### src/rtl/sac_pkg.sv
// Purpose: shared constants and types of the conversion control block
// Assumes: 100 MHz hclk, AHB-Lite register access, whole-word transfers
// Notes:   the byte address is decoded from haddr[7:0] only
package sac_pkg;
   localparam int RES_BITS      = 16;
   localparam int SEQ_DEPTH     = 16;
   localparam int SEQ_IW        = 4;
   localparam int FIFO_DEPTH    = 4;
   localparam int FIFO_CW       = 3;
   localparam int CLK_PERIOD_NS = 10;
   // discharge of the mux node, least time
   localparam int DISCH_TIME_NS = 20;
   localparam int DISCH_CYC     =
      (DISCH_TIME_NS + CLK_PERIOD_NS - 1) / CLK_PERIOD_NS;
   localparam logic [1:0] DISCH_LOAD = 2'(DISCH_CYC);

   localparam logic [7:0] ADDR_CTRL     = 8'h00;
   localparam logic [7:0] ADDR_STAT     = 8'h04;
   localparam logic [7:0] ADDR_DATA     = 8'h08;
   localparam logic [7:0] ADDR_CFG_BASE = 8'h40;
   localparam logic [7:0] ADDR_CFG_MASK = 8'hC0;
   localparam int         CFG_IDX_LSB   = 2;

   localparam logic [1:0] HTRANS_NONSEQ = 2'h2;
   localparam logic [2:0] HSIZE_WORD    = 3'h2;

   localparam logic [1:0] RNG_FULL_DIFF = 2'h0;
   localparam logic [1:0] RNG_UNIPOLAR  = 2'h1;
   localparam logic [1:0] RNG_BIPOLAR   = 2'h2;
   localparam logic [1:0] RNG_ILLEGAL   = 2'h3;

   localparam logic [RES_BITS-1:0] CODE_MSB  = 16'h8000;
   localparam logic [RES_BITS-1:0] CODE_ZERO = 16'h0000;
   localparam logic [SEQ_IW-1:0]   IDX_TOP   = 4'hF;
   localparam logic [SEQ_IW-1:0]   IDX_ZERO  = 4'h0;

   // one sequencer entry: range kept apart from channel selection
   typedef struct packed {
      logic       gain_comp;
      logic       twos_sel;
      logic [1:0] range;
      logic [2:0] channel;
   } sac_cfg_t;

   typedef struct packed {
      logic              sleep;
      logic [SEQ_IW-1:0] len_m1;
   } sac_ctrl_t;

   typedef struct packed {
      logic [FIFO_CW-1:0] fifo_count;
      logic [SEQ_IW-1:0]  seq_idx;
      logic               pending;
      logic               sleep;
      logic               nap;
      logic               busy;
   } sac_stat_t;

   typedef struct packed {
      logic                valid;
      logic [RES_BITS-1:0] code;
   } sac_data_t;

   typedef struct packed {
      logic       valid;
      logic       write;
      logic [7:0] addr;
   } sac_aph_t;

   localparam int CFG_W  = $bits(sac_cfg_t);
   localparam int CTRL_W = $bits(sac_ctrl_t);
endpackage : sac_pkg

### src/rtl/sac_conv_ctrl.sv
// Purpose: conversion control of an 8-channel 16-bit SAR converter
// Assumes: all pin inputs are synchronous to hclk; hclk is the conversion
//          oscillator, one approximation step per cycle
// Notes:   results queue in a small FIFO that software drains by reading
//          the data register; a full FIFO stalls the end of conversion
module sac_fifo #(
   parameter int WIDTH = 16,
   parameter int DEPTH = 4
) (
   input  wire logic                   clk,
   input  wire logic                   rst_n,
   input  wire logic                   flush,
   input  wire logic                   in_valid,
   output logic                        in_ready,
   input  wire logic [WIDTH-1:0]       in_data,
   output logic                        out_valid,
   input  wire logic                   out_ready,
   output logic [WIDTH-1:0]            out_data,
   output logic [$clog2(DEPTH):0]      count
);
   localparam int AW = $clog2(DEPTH);
   localparam int CW = AW + 1;

   logic [WIDTH-1:0] mem_r   [DEPTH];
   logic [WIDTH-1:0] mem_nxt [DEPTH];
   logic [AW-1:0]    wr_r, wr_nxt, rd_r, rd_nxt;
   logic [CW-1:0]    cnt_r, cnt_nxt;
   logic             push, pop;

   assign in_ready  = (cnt_r != CW'(DEPTH));
   assign out_valid = (cnt_r != '0);
   assign out_data  = mem_r[rd_r];
   assign count     = cnt_r;

   always_comb
   begin
      push    = in_valid && in_ready;
      pop     = out_valid && out_ready;
      mem_nxt = mem_r;
      wr_nxt  = wr_r;
      rd_nxt  = rd_r;
      cnt_nxt = cnt_r;
      if (flush)
      begin
         wr_nxt  = '0;
         rd_nxt  = '0;
         cnt_nxt = '0;
      end
      else
      begin
         if (push)
         begin
            mem_nxt[wr_r] = in_data;
            wr_nxt        = wr_r + AW'(1);
         end
         if (pop)
            rd_nxt = rd_r + AW'(1);
         cnt_nxt = cnt_r + CW'(push) - CW'(pop);
      end
   end

   // storage needs no reset: count guards every read
   always_ff @(posedge clk)
      mem_r <= mem_nxt;

   always_ff @(posedge clk or negedge rst_n)
   begin
      if (!rst_n)
      begin
         wr_r  <= '0;
         rd_r  <= '0;
         cnt_r <= '0;
      end
      else
      begin
         wr_r  <= wr_nxt;
         rd_r  <= rd_nxt;
         cnt_r <= cnt_nxt;
      end
   end
endmodule // sac_fifo

// Overview of operation
// a rising edge on convert_strobe in acquisition, outside sleep and device_reset, starts a conversion on that edge
// the block alternates acquisition (tracking) and conversion phases
// sixteen approximation steps, from half scale down, one bit per step
// the finished 16-bit code goes into the output path
// straight binary is two's complement with the MSB inverted
// full differential range lets configuration pick the code format
// exactly one of three input ranges is ever selected
// input range is held apart from the mux channel selection
// sequencer length is programmable from one to sixteen words
// nap follows each completed conversion, not one aborted by device_reset, and ends on the next conversion start
// a sleep state deeper than nap is selectable by the host
// mux node discharged each conversion and when new config applies
// unipolar range delivers straight binary
// bipolar range delivers two's complement
// busy rises when a conversion starts and falls when it ends
// device_reset high halts conversion and disables the output path
module sac_conv_ctrl (
   input  wire logic                        hclk,
   input  wire logic                        hresetn,
   input  wire logic                        hsel,
   input  wire logic [31:0]                 haddr,
   input  wire logic [1:0]                  htrans,
   input  wire logic                        hwrite,
   input  wire logic [2:0]                  hsize,
   input  wire logic [31:0]                 hwdata,
   input  wire logic                        hready,
   output logic [31:0]                      hrdata,
   output logic                             hreadyout,
   output logic                             hresp,
   input  wire logic                        convert_strobe,
   input  wire logic                        device_reset,
   input  wire logic                        comparator_high,
   output logic                             busy,
   output logic                             acquire,
   output logic [sac_pkg::RES_BITS-1:0]     sampling_capacitor_array,
   output logic                             mux_discharge,
   output logic                             nap,
   output logic                             sleep,
   output logic [2:0]                       mux_channel,
   output logic [1:0]                       core_range,
   output logic                             gain_compression_select,
   output logic                             result_oe
);
   import sac_pkg::*;

   typedef enum logic [1:0] {ST_ACQ, ST_CONV, ST_DONE} sac_state_t;

   sac_state_t          state_r, state_nxt;
   logic [SEQ_IW-1:0]   bit_r, bit_nxt;
   logic [RES_BITS-1:0] code_r, code_nxt;
   logic [1:0]          disch_r, disch_nxt;
   logic                nap_r, nap_nxt, pend_r, pend_nxt;
   logic                prev_r, oe_r, oe_nxt;
   logic [SEQ_IW-1:0]   idx_r, idx_nxt;
   sac_ctrl_t           ctrl_r, ctrl_nxt;
   sac_cfg_t            cfg_r   [SEQ_DEPTH];
   sac_cfg_t            cfg_nxt [SEQ_DEPTH];
   sac_aph_t            aph_r, aph_nxt;
   logic [31:0]         rdata_r, rdata_nxt;
   sac_cfg_t            cur, wcfg;
   sac_stat_t           stat;
   sac_data_t           dread;
   logic                strobe_rise, start, aph_ok, rd_pop, twos;
   logic [RES_BITS-1:0] result;
   logic                f_in_ready, f_out_valid;
   logic [RES_BITS-1:0] f_out_data;
   logic [FIFO_CW-1:0]  f_count;
   logic                push;

   assign cur         = cfg_r[idx_r];
   assign strobe_rise = convert_strobe && !prev_r;
   // sleep ignores strobes; nap does not
   assign start       = strobe_rise && (state_r == ST_ACQ)
                        && !ctrl_r.sleep && !device_reset;
   assign aph_ok      = hsel && hready && (htrans == HTRANS_NONSEQ)
                        && (hsize == HSIZE_WORD);
   assign rd_pop      = aph_ok && !hwrite && (haddr[7:0] == ADDR_DATA);
   // format per range; the raw SAR code is straight binary
   assign twos        = (cur.range == RNG_BIPOLAR)
                        || ((cur.range == RNG_FULL_DIFF)
                            && cur.twos_sel);
   assign result      = twos ? (code_r ^ CODE_MSB) : code_r;
   assign push        = (state_r == ST_DONE) && !device_reset;

   assign busy                     = (state_r != ST_ACQ);
   assign acquire                  = (state_r == ST_ACQ);
   assign sampling_capacitor_array = code_r;
   assign mux_discharge            = (disch_r != 2'h0);
   assign nap                      = nap_r && !ctrl_r.sleep;
   assign sleep                    = ctrl_r.sleep && acquire;
   assign mux_channel              = cur.channel;
   assign core_range               = cur.range;
   assign gain_compression_select  = cur.gain_comp;
   assign result_oe                = oe_r;
   assign hrdata                   = rdata_r;
   assign hreadyout                = 1'b1;
   assign hresp                    = 1'b0;

   sac_fifo #(.WIDTH(RES_BITS), .DEPTH(FIFO_DEPTH)) u_fifo (
      .clk       (hclk),
      .rst_n     (hresetn),
      .flush     (device_reset),
      .in_valid  (push),
      .in_ready  (f_in_ready),
      .in_data   (result),
      .out_valid (f_out_valid),
      .out_ready (rd_pop),
      .out_data  (f_out_data),
      .count     (f_count)
   );

   always_comb
   begin
      stat.fifo_count = f_count;
      stat.seq_idx    = idx_r;
      stat.pending    = pend_r;
      stat.sleep      = sleep;
      stat.nap        = nap;
      stat.busy       = busy;
      dread.valid     = f_out_valid;
      dread.code      = f_out_valid ? f_out_data : CODE_ZERO;
      wcfg            = sac_cfg_t'(hwdata[CFG_W-1:0]);
      aph_nxt.valid   = aph_ok;
      aph_nxt.write   = hwrite;
      aph_nxt.addr    = haddr[7:0];
      rdata_nxt       = 32'h0000_0000;
      ctrl_nxt        = ctrl_r;
      cfg_nxt         = cfg_r;
      pend_nxt        = pend_r;
      if (aph_ok && !hwrite)
      begin
         if (haddr[7:0] == ADDR_CTRL)
            rdata_nxt = 32'(ctrl_r);
         else if (haddr[7:0] == ADDR_STAT)
            rdata_nxt = 32'(stat);
         else if (haddr[7:0] == ADDR_DATA)
            rdata_nxt = 32'(dread);
         else if ((haddr[7:0] & ADDR_CFG_MASK) == ADDR_CFG_BASE)
            rdata_nxt = 32'(cfg_r[haddr[CFG_IDX_LSB +: SEQ_IW]]);
      end
      // a clear at apply time loses to a fresh write
      if (state_r == ST_DONE && push && f_in_ready)
         pend_nxt = 1'b0;
      if (aph_r.valid && aph_r.write)
      begin
         if (aph_r.addr == ADDR_CTRL)
            ctrl_nxt = sac_ctrl_t'(hwdata[CTRL_W-1:0]);
         else if ((aph_r.addr & ADDR_CFG_MASK) == ADDR_CFG_BASE)
         begin
            cfg_nxt[aph_r.addr[CFG_IDX_LSB +: SEQ_IW]] = wcfg;
            // the fourth range code is refused, old range kept
            if (wcfg.range == RNG_ILLEGAL)
               cfg_nxt[aph_r.addr[CFG_IDX_LSB +: SEQ_IW]].range =
                  cfg_r[aph_r.addr[CFG_IDX_LSB +: SEQ_IW]].range;
            pend_nxt = 1'b1;
         end
      end
   end

   always_comb
   begin
      state_nxt = state_r;
      bit_nxt   = bit_r;
      code_nxt  = code_r;
      nap_nxt   = nap_r;
      idx_nxt   = idx_r;
      oe_nxt    = !device_reset;
      disch_nxt = (disch_r != 2'h0) ? disch_r - 2'h1 : disch_r;
      if (device_reset)
      begin
         state_nxt = ST_ACQ;
         code_nxt  = CODE_ZERO;
         disch_nxt = 2'h0;
      end
      else
      begin
         case (state_r)
            ST_ACQ:
               if (start)
               begin
                  state_nxt = ST_CONV;
                  code_nxt  = CODE_MSB;
                  bit_nxt   = IDX_TOP;
                  nap_nxt   = 1'b0;
                  disch_nxt = DISCH_LOAD;
               end
            ST_CONV:
            begin
               // keep the trial bit only if the input is at or above it
               if (!comparator_high)
                  code_nxt[bit_r] = 1'b0;
               if (bit_r == IDX_ZERO)
                  state_nxt = ST_DONE;
               else
               begin
                  code_nxt[bit_r - SEQ_IW'(1)] = 1'b1;
                  bit_nxt = bit_r - SEQ_IW'(1);
               end
            end
            ST_DONE:
               // back-pressure: waits here while the FIFO is full
               if (f_in_ready)
               begin
                  state_nxt = ST_ACQ;
                  nap_nxt   = 1'b1;
                  if (pend_r)
                  begin
                     idx_nxt   = IDX_ZERO;
                     disch_nxt = DISCH_LOAD;
                  end
                  else if (idx_r >= ctrl_r.len_m1)
                     idx_nxt = IDX_ZERO;
                  else
                     idx_nxt = idx_r + SEQ_IW'(1);
               end
            default:
               state_nxt = ST_ACQ;
         endcase
      end
   end

   always_ff @(posedge hclk or negedge hresetn)
   begin
      if (!hresetn)
      begin
         state_r <= ST_ACQ;
         bit_r   <= IDX_ZERO;
         code_r  <= CODE_ZERO;
         disch_r <= 2'h0;
         nap_r   <= 1'b0;
         pend_r  <= 1'b0;
         prev_r  <= 1'b0;
         oe_r    <= 1'b0;
         idx_r   <= IDX_ZERO;
         ctrl_r  <= '0;
         cfg_r   <= '{default: '0};
         aph_r   <= '0;
         rdata_r <= 32'h0000_0000;
      end
      else
      begin
         state_r <= state_nxt;
         bit_r   <= bit_nxt;
         code_r  <= code_nxt;
         disch_r <= disch_nxt;
         nap_r   <= nap_nxt;
         pend_r  <= pend_nxt;
         prev_r  <= convert_strobe;
         oe_r    <= oe_nxt;
         idx_r   <= idx_nxt;
         ctrl_r  <= ctrl_nxt;
         cfg_r   <= cfg_nxt;
         aph_r   <= aph_nxt;
         rdata_r <= rdata_nxt;
      end
   end
endmodule // sac_conv_ctrl

### config.mk
export PLATFORM = sky130hd
export DESIGN_NAME = sac_conv_ctrl
export DESIGN_NICKNAME = d
export VERILOG_FILES = /design/src/rtl/sac_pkg.sv /design/src/rtl/sac_conv_ctrl.sv
export SDC_FILE = /design/constraint.sdc
export NUM_CORES = 1
export LEC_CHECK = 0
export ABC_AREA = 1
export BUFFER_PORTS_ARGS = -buffer_cell sky130_fd_sc_hd__buf_4
export CAP_MARGIN = 40
export CELL_PAD_IN_SITES_DETAIL_PLACEMENT = 1
export CELL_PAD_IN_SITES_GLOBAL_PLACEMENT = 1
export CORE_MARGIN = 3
export CORE_UTILIZATION = 40
export DETAILED_ROUTE_END_ITERATION = 7
export GPL_TIMING_DRIVEN = 0
export PLACE_DENSITY = 0.79
export RECOVER_POWER = 25
export SETUP_SLACK_MARGIN = 0.3
export SLEW_MARGIN = 20
export SYNTH_ARGS = -nofsm -noshare
export SYNTH_HDL_FRONTEND = slang
export SYNTH_SLANG_ARGS = --single-unit
### constraint.sdc
create_clock -name hclk -period 3.42 [get_ports hclk]
set_clock_uncertainty 0.2 [all_clocks]
set_input_delay 0.684 -clock hclk [delete_from_list [all_inputs] [get_ports hclk]]
set_output_delay 0.684 -clock hclk [all_outputs]
set_load 0.01 [all_outputs]
# Yosys cells after proc, flatten, opt, wreduce, memory -nomap -nowiden
# Index checks and enable logic that the tools add are counted.
# totals
reg_bits,262
input_bits,77
# op_classes
addsub,7
mux,68
eq_ne,17
n_bitwise,11
reduce_logical,48
order_cmp,12
# ops
cell,n
112-bit bitwise mux,2
16-bit 2-to-1 mux,11
112-bit 2-to-1 mux,1
7-bit binary-select mux with 4-bit select,3
64-bit bitwise mux,1
7-bit demux with 4-bit select,2
17-bit 2-to-1 mux,3
7-bit 2-to-1 mux,6
16-bit binary-select mux with 2-bit select,1
16-bit demux with 2-bit select,1
32-bit 2-to-1 mux,1
16-bit case mux with 2 select lines,1
2-bit 2-to-1 mux,13
1-bit logical AND,22
16-bit bitwise AND,1
8-bit zero test,2
4-bit 2-to-1 mux,4
16-bit inverter,1
16-bit OR,1
5-bit greater-or-equal comparator (second input constant),3
5-bit 2-to-1 mux,3
4-bit inverter with 5-bit output,3
2-bit nonzero test,6
4-bit by 5-bit < comparator with 1-bit output (second input constant),2
37 further kinds,69

# Logic depth before layout (Yosys ltp)
# logic_depth
depth_word,13
ltp_mapped,14
depth_no_buf,13

# Hierarchy
# From an unflattened synthesis, not the netlist that was laid out.
# unflattened
cells_unflattened,1656
area_unflattened_um2,13322.8
# modules_own_cells
module,area_per_inst_um2,n_inst,cells_each
sac_conv_ctrl,10428.8,1,1438
sac_fifo,2894.0,1,218

# Least setup slack after synthesis
# No wires, ideal clock.
# synth_timing
path_kind,input -> register
startpoint,input port haddr[5]
endpoint,register u_fifo.cnt_r[2] (netlist: u_fifo.count[2])
path_slack_ns,0.642
arrival_ns,2.492
setup_time_ns,0.086
stages,13
t_required_ns,3.134
cell_sequence,buf_2 inv_2 nand3_2 nor2_1 nand2_1 nor2_1 ha_1 inv_1 ha_1 inv_1 fa_1 and3_1 nor3_1
# synth_via
elab_chain_len,5
# synth_lines
item,line_no,source
from (decl),sac_conv_ctrl.sv:104,"input wire logic [31:0] haddr,"
8-bit by 4-bit == test with 1-bit output,sac_conv_ctrl.sv:160,assign rd_pop = aph_ok && !hwrite && (haddr[7:0] == ADDR_DATA);
1-bit logical AND,sac_conv_ctrl.sv:160,
1-bit logical AND,sac_conv_ctrl.sv:38,pop = out_valid && out_ready;
3-bit by 1-bit subtractor with 3-bit output,sac_conv_ctrl.sv:58,cnt_nxt = cnt_r + CW'(push) - CW'(pop);
3-bit 2-to-1 mux,sac_conv_ctrl.sv:43,if (flush)
named net u_fifo.cnt_nxt[2],sac_conv_ctrl.sv:27,"logic [CW-1:0] cnt_r, cnt_nxt;"
to (signal assigned),sac_conv_ctrl.sv:78,cnt_r <= cnt_nxt;
to (decl),sac_conv_ctrl.sv:27,
# The timed path passes the listed nets, and every way through them passes these cells.
# A chain may end at the register's enable or synchronous reset.

# Worst setup path in the final report
# layout_timing
startpoint,register idx_r[0]
endpoint,output port gain_compression_select
# layout_via
elab_chain_len,4
# layout_lines
item,line_no,source
from (decl),sac_conv_ctrl.sv:137,"logic [SEQ_IW-1:0] idx_r, idx_nxt;"
from (signal assigned),sac_conv_ctrl.sv:333,idx_r <= idx_nxt;
4-bit inverter with 5-bit output (implied by the code),sac_conv_ctrl.sv:153,assign cur = cfg_r[idx_r];
7-bit binary-select mux with 4-bit select,sac_conv_ctrl.sv:153,
7-bit 2-to-1 mux (implied by the code) (2 in series),sac_conv_ctrl.sv:153,
to (decl),sac_conv_ctrl.sv:124,"output logic gain_compression_select,"
# No other way between the ends. The select of a mux whose other input is x is not followed.

==> results.ini <==
[status]
result_of_the_run=finished clean

[clock_tree]
cts_root_buf=sky130_fd_sc_hd__clkbuf_16
clock_latency_at_the_later_pin_of_the_worst_skew_pair_ns=0.58
htree_levels=1
cts.path.max_buffers=3
clock_sinks=247
numCtsBuffers=28
clock_edge_transition_at_the_registers_on_the_reported_setup_and_hold_paths_ns=0.06
tritoncts_clock_tree=built

[synthesis]
fraction_of_synthesized_area_in_multiplexers=0.001736
asyncSetResetFlopFracSynth=0.7409
synth_edf_count=64
seq_area_frac_synth=0.5012
syn_inst=1643
synth_compound_gate_area_share=0.1683
yosys_warning_total=0
synth-seq-cells=247
synth_top_family_by_area=simple AND/OR/NAND/NOR gates
yosys.area_share.adder=0.01601
post_syn_area_um2=12970
synthSimpleGateAreaFrac=0.2205
post_synth_num_cell_types=45
avgSynthCellArea_um2=7.896
synthXorXnorAreaFrac=0.003279
postSynth.topFlopCell=sky130_fd_sc_hd__dfrtp_1

[route]
routedLengthMet1_um=19790
vias=12346
dr.max_layer_used=met4
routed_wl_met3_um=3268
route.detailed.wl_per_inst_um=20.80
route.antenna.remaining_nets=0
drtPass1Iterations=5
post-route-drc-count=0
met2_wirelength_um=21800
drt-total-wl_um=46480
routed_via_density=5.526
detail_route.iter0.violations=1179

[floorplan]
initial_core_util=0.4079
core_area_um2=31800
ioPinCount=139
fp-row-count=65
die_height_um=186.1
die_area_um2=34630
die_width_um=186.1

[setup_path]
worstSetupStartpointType=flop
critical-path-top-cell-by-count=sky130_fd_sc_hd__buf_8
cp.required_ns=2.54
slowest_stage=sky130_fd_sc_hd__dfrtp_1
crit_type=flop to output port
cp_cell_sequence=buf_8, inv_8, buf_8, buf_6, o21ai_0, o221ai_1, o2111ai_1, nand2_1, buf_4
critical_path_peak_fanout=10
critPathArrivalTime_ns=2.21
timing.critical_path.to_type=output port
path_delay_family=buffers and inverters
worstPathBufferInverterCount=5
critPathMaxStageDelay_ns=0.42

[sta]
final_min_period_over_clock_period=0.9048
setup_viol=0
worst-slew-pin-transition_ns=1.243
timing.final.ws_setup_ns=0.3255
finalHoldViolations=0
fmax_mhz=323.2
period_minus_ws_final_ns=3.095
timing.hold.ws_ns=0.05122
totalNegativeSetupSlack_ns=0
report.final.slew_viol_count=0
rsz0062_at_grt=yes
timing.slew.headroom=0.1712

[run]
drv_cap=0

[grt]
grt_pass1_vias=12676
grt_start_max_net_pins=86
groute.usage.overall=0.2687
grt_overflow=0
antenna_found_initial=0
grt_first_pass_wirelength_um=71730

[layout]
post_route_cells_drive_above_1_share=0.1367
utilization_after_layout=0.4847
finalNonFillerCells=2234
count_of_inserted_antenna_diode_cells=0
finish.net_count=1871
synthToLayoutAreaGrowth_pct=18.81

[placed_design]
dpl_worst_slack_ns=0.09413
portBuffers=69
dpl.hpwl_um=33170
placed_cells_incl_taps=2168
place.gp.congestion=0.9485

[power]
vdd_drop_max_mv=0.3769
power_density_nw_per_um2=525.9
power.leakage_nw=7.444

[hold_path]
worst_hold_path_type=input pin to flop

-- synthesized netlist by cell type (2+ instances only) --
cell type | instances | share of area
sky130_fd_sc_hd__a21oi_1 | 61 | 0.024
sky130_fd_sc_hd__nor2_1 | 142 | 0.041
sky130_fd_sc_hd__nand2_1 | 439 | 0.13
sky130_fd_sc_hd__nor2_4 | 3 | 0.0026
sky130_fd_sc_hd__nor3_1 | 8 | 0.0031
sky130_fd_sc_hd__buf_2 | 35 | 0.014
sky130_fd_sc_hd__edfxtp_1 | 64 | 0.15
sky130_fd_sc_hd__buf_1 | 4 | 0.0012
sky130_fd_sc_hd__nand3_1 | 94 | 0.036
sky130_fd_sc_hd__o22ai_1 | 11 | 0.0053
sky130_fd_sc_hd__ha_1 | 15 | 0.014
sky130_fd_sc_hd__o21ai_1 | 3 | 0.0012
sky130_fd_sc_hd__o2111ai_1 | 4 | 0.0027
sky130_fd_sc_hd__o211ai_1 | 11 | 0.0064
sky130_fd_sc_hd__o21ai_0 | 300 | 0.12
sky130_fd_sc_hd__nor2_2 | 6 | 0.0029
sky130_fd_sc_hd__nand4_1 | 2 | 0.00096
sky130_fd_sc_hd__nor3_4 | 2 | 0.0025
sky130_fd_sc_hd__dfrtp_1 | 183 | 0.35
sky130_fd_sc_hd__buf_4 | 38 | 0.022
sky130_fd_sc_hd__a31oi_1 | 7 | 0.0034
sky130_fd_sc_hd__a22oi_1 | 2 | 0.0012
sky130_fd_sc_hd__a211oi_1 | 3 | 0.0017
sky130_fd_sc_hd__mux2_2 | 2 | 0.0017
sky130_fd_sc_hd__inv_2 | 10 | 0.0029
sky130_fd_sc_hd__xor2_1 | 2 | 0.0014
sky130_fd_sc_hd__o31ai_1 | 9 | 0.0052
sky130_fd_sc_hd__o221ai_1 | 2 | 0.0014
sky130_fd_sc_hd__clkbuf_1 | 32 | 0.0093
sky130_fd_sc_hd__clkinv_1 | 2 | 0.00058
sky130_fd_sc_hd__conb_1 | 2 | 0.00058
sky130_fd_sc_hd__inv_1 | 132 | 0.038
-- power breakdown --
part | switching, mW | internal, mW | total [mW]
logic | 1.24 | 0.683 | 1.92
clock network | 1.28 | 1.70 | 2.98
registers | 0.0897 | 3.11 | 3.20
-- per-layer routing --
metal | vias up | GRT usage
met2 | 454 | 0.4389
met4 | 0 | 0.1004
li1 | 5655 | -
met3 | 110 | 0.03674
met5 | - | 0
met1 | 6127 | 0.3665
-- timing repair --
item,4_1_cts,5_1_grt
pin swaps,3,10
hold buffers,1,0
buffers inserted,6,6
gates resized for setup,45,20
setup endpoints to repair,6,6
hold endpoints to repair,29,0
cloned,0,2
-- layout make-up --
type | instances | area (µm²)
fillers | 3907 | 16390
inverters | 145 | 561.8
flip-flops and latches | 247 | 6502
multi-input cells | 1156 | 5428
plain buffers | 110 | 704.4
clock buffers | 36 | 750.7
clock inverters | 15 | 152.6
well taps | 435 | 544.3
repair buffers | 90 | 768.2
-- cell usage in the layout, fill, tap and decap left out, drive strengths merged, types with 2 or more instances in the layout --
cell type / netlist / routed
conb: 2 / 17
nand3: 95 / 95
clkbuf: 33 / 82
o31ai: 9 / 9
o211ai: 11 / 11
dfrtp: 183 / 183
o21ai: 303 / 303
nor3: 11 / 11
edfxtp: 64 / 64
o221ai: 2 / 2
ha: 15 / 15
o2111ai: 4 / 4
xor2: 3 / 3
a21oi: 61 / 61
o22ai: 11 / 11
nor2: 151 / 151
a22oi: 2 / 2
nand4: 2 / 2
mux2: 2 / 2
nand2: 440 / 440
inv: 143 / 143
clkinv: 2 / 14
a211oi: 3 / 3
bufinv: 0 / 2
buf: 77 / 153
a31oi: 7 / 7
-- state kept, by name (all words and copies together), names as in the netlist, 3 cells and up --
name,count
u_fifo.count,3
cfg_r,112
sampling_capacitor_array,16
u_fifo.mem_r,64
ctrl_r,5
aph_r,10
bit_r,4
idx_r,4
hrdata,17
-- per-stage QoR --
| step | cell area [µm²] | power, mW |
|---|---|---|
| 3_5_place_dp | 14220 | 4.852 |
| 3_3_place_gp | 14090 | 4.794 |
| 4_1_cts | 15320 | 7.985 |
| 5_1_grt | 15410 | 8.431 |
| 2_1_floorplan | 13030 | 4.182 |
| 6_report | 15410 | 8.105 |
-- worst paths after layout --
kind | slack [ns] | endpoint | depth (start not counted) | startpoint
max | 0.33 | gain_compression_select | 9 | idx_r[0]$_DFFE_PN0P_
min | 0.05 | aph_r[1]$_DFF_PN0_ | 1 | haddr[1]
max reg2reg | 0.87 | u_fifo.mem_r[59]$_DFFE_PP_ | 7 | u_fifo.count[1]$_DFF_PN0_
min reg2reg | 0.29 | disch_r[0]$_DFF_PN0_ | 1 | disch_r[0]$_DFF_PN0_
max in group asynchronous | 0.93 | cfg_r[1]$_DFFE_PN0P_ | 4 | hresetn
min in group asynchronous | 0.35 | cfg_r[108]$_DFFE_PN0P_ | 2 | hresetn
-- worst register-to-register path, delay by kind of cell (launching register included) --
family,cells,cell delay (ns)
buffers and inverters,4,0.59
and+or+nand+nor,3,1.07
DFF,1,0.40
-- kinds of logic after synthesis --
group | Yosys count
xor+xnor | 4
other cells | 2
flops | 247
simple gates | 703
fa+ha+maj | 16
compound gates | 414
buf+inv | 255
mux | 2
(Power assumes the default switching activity.)
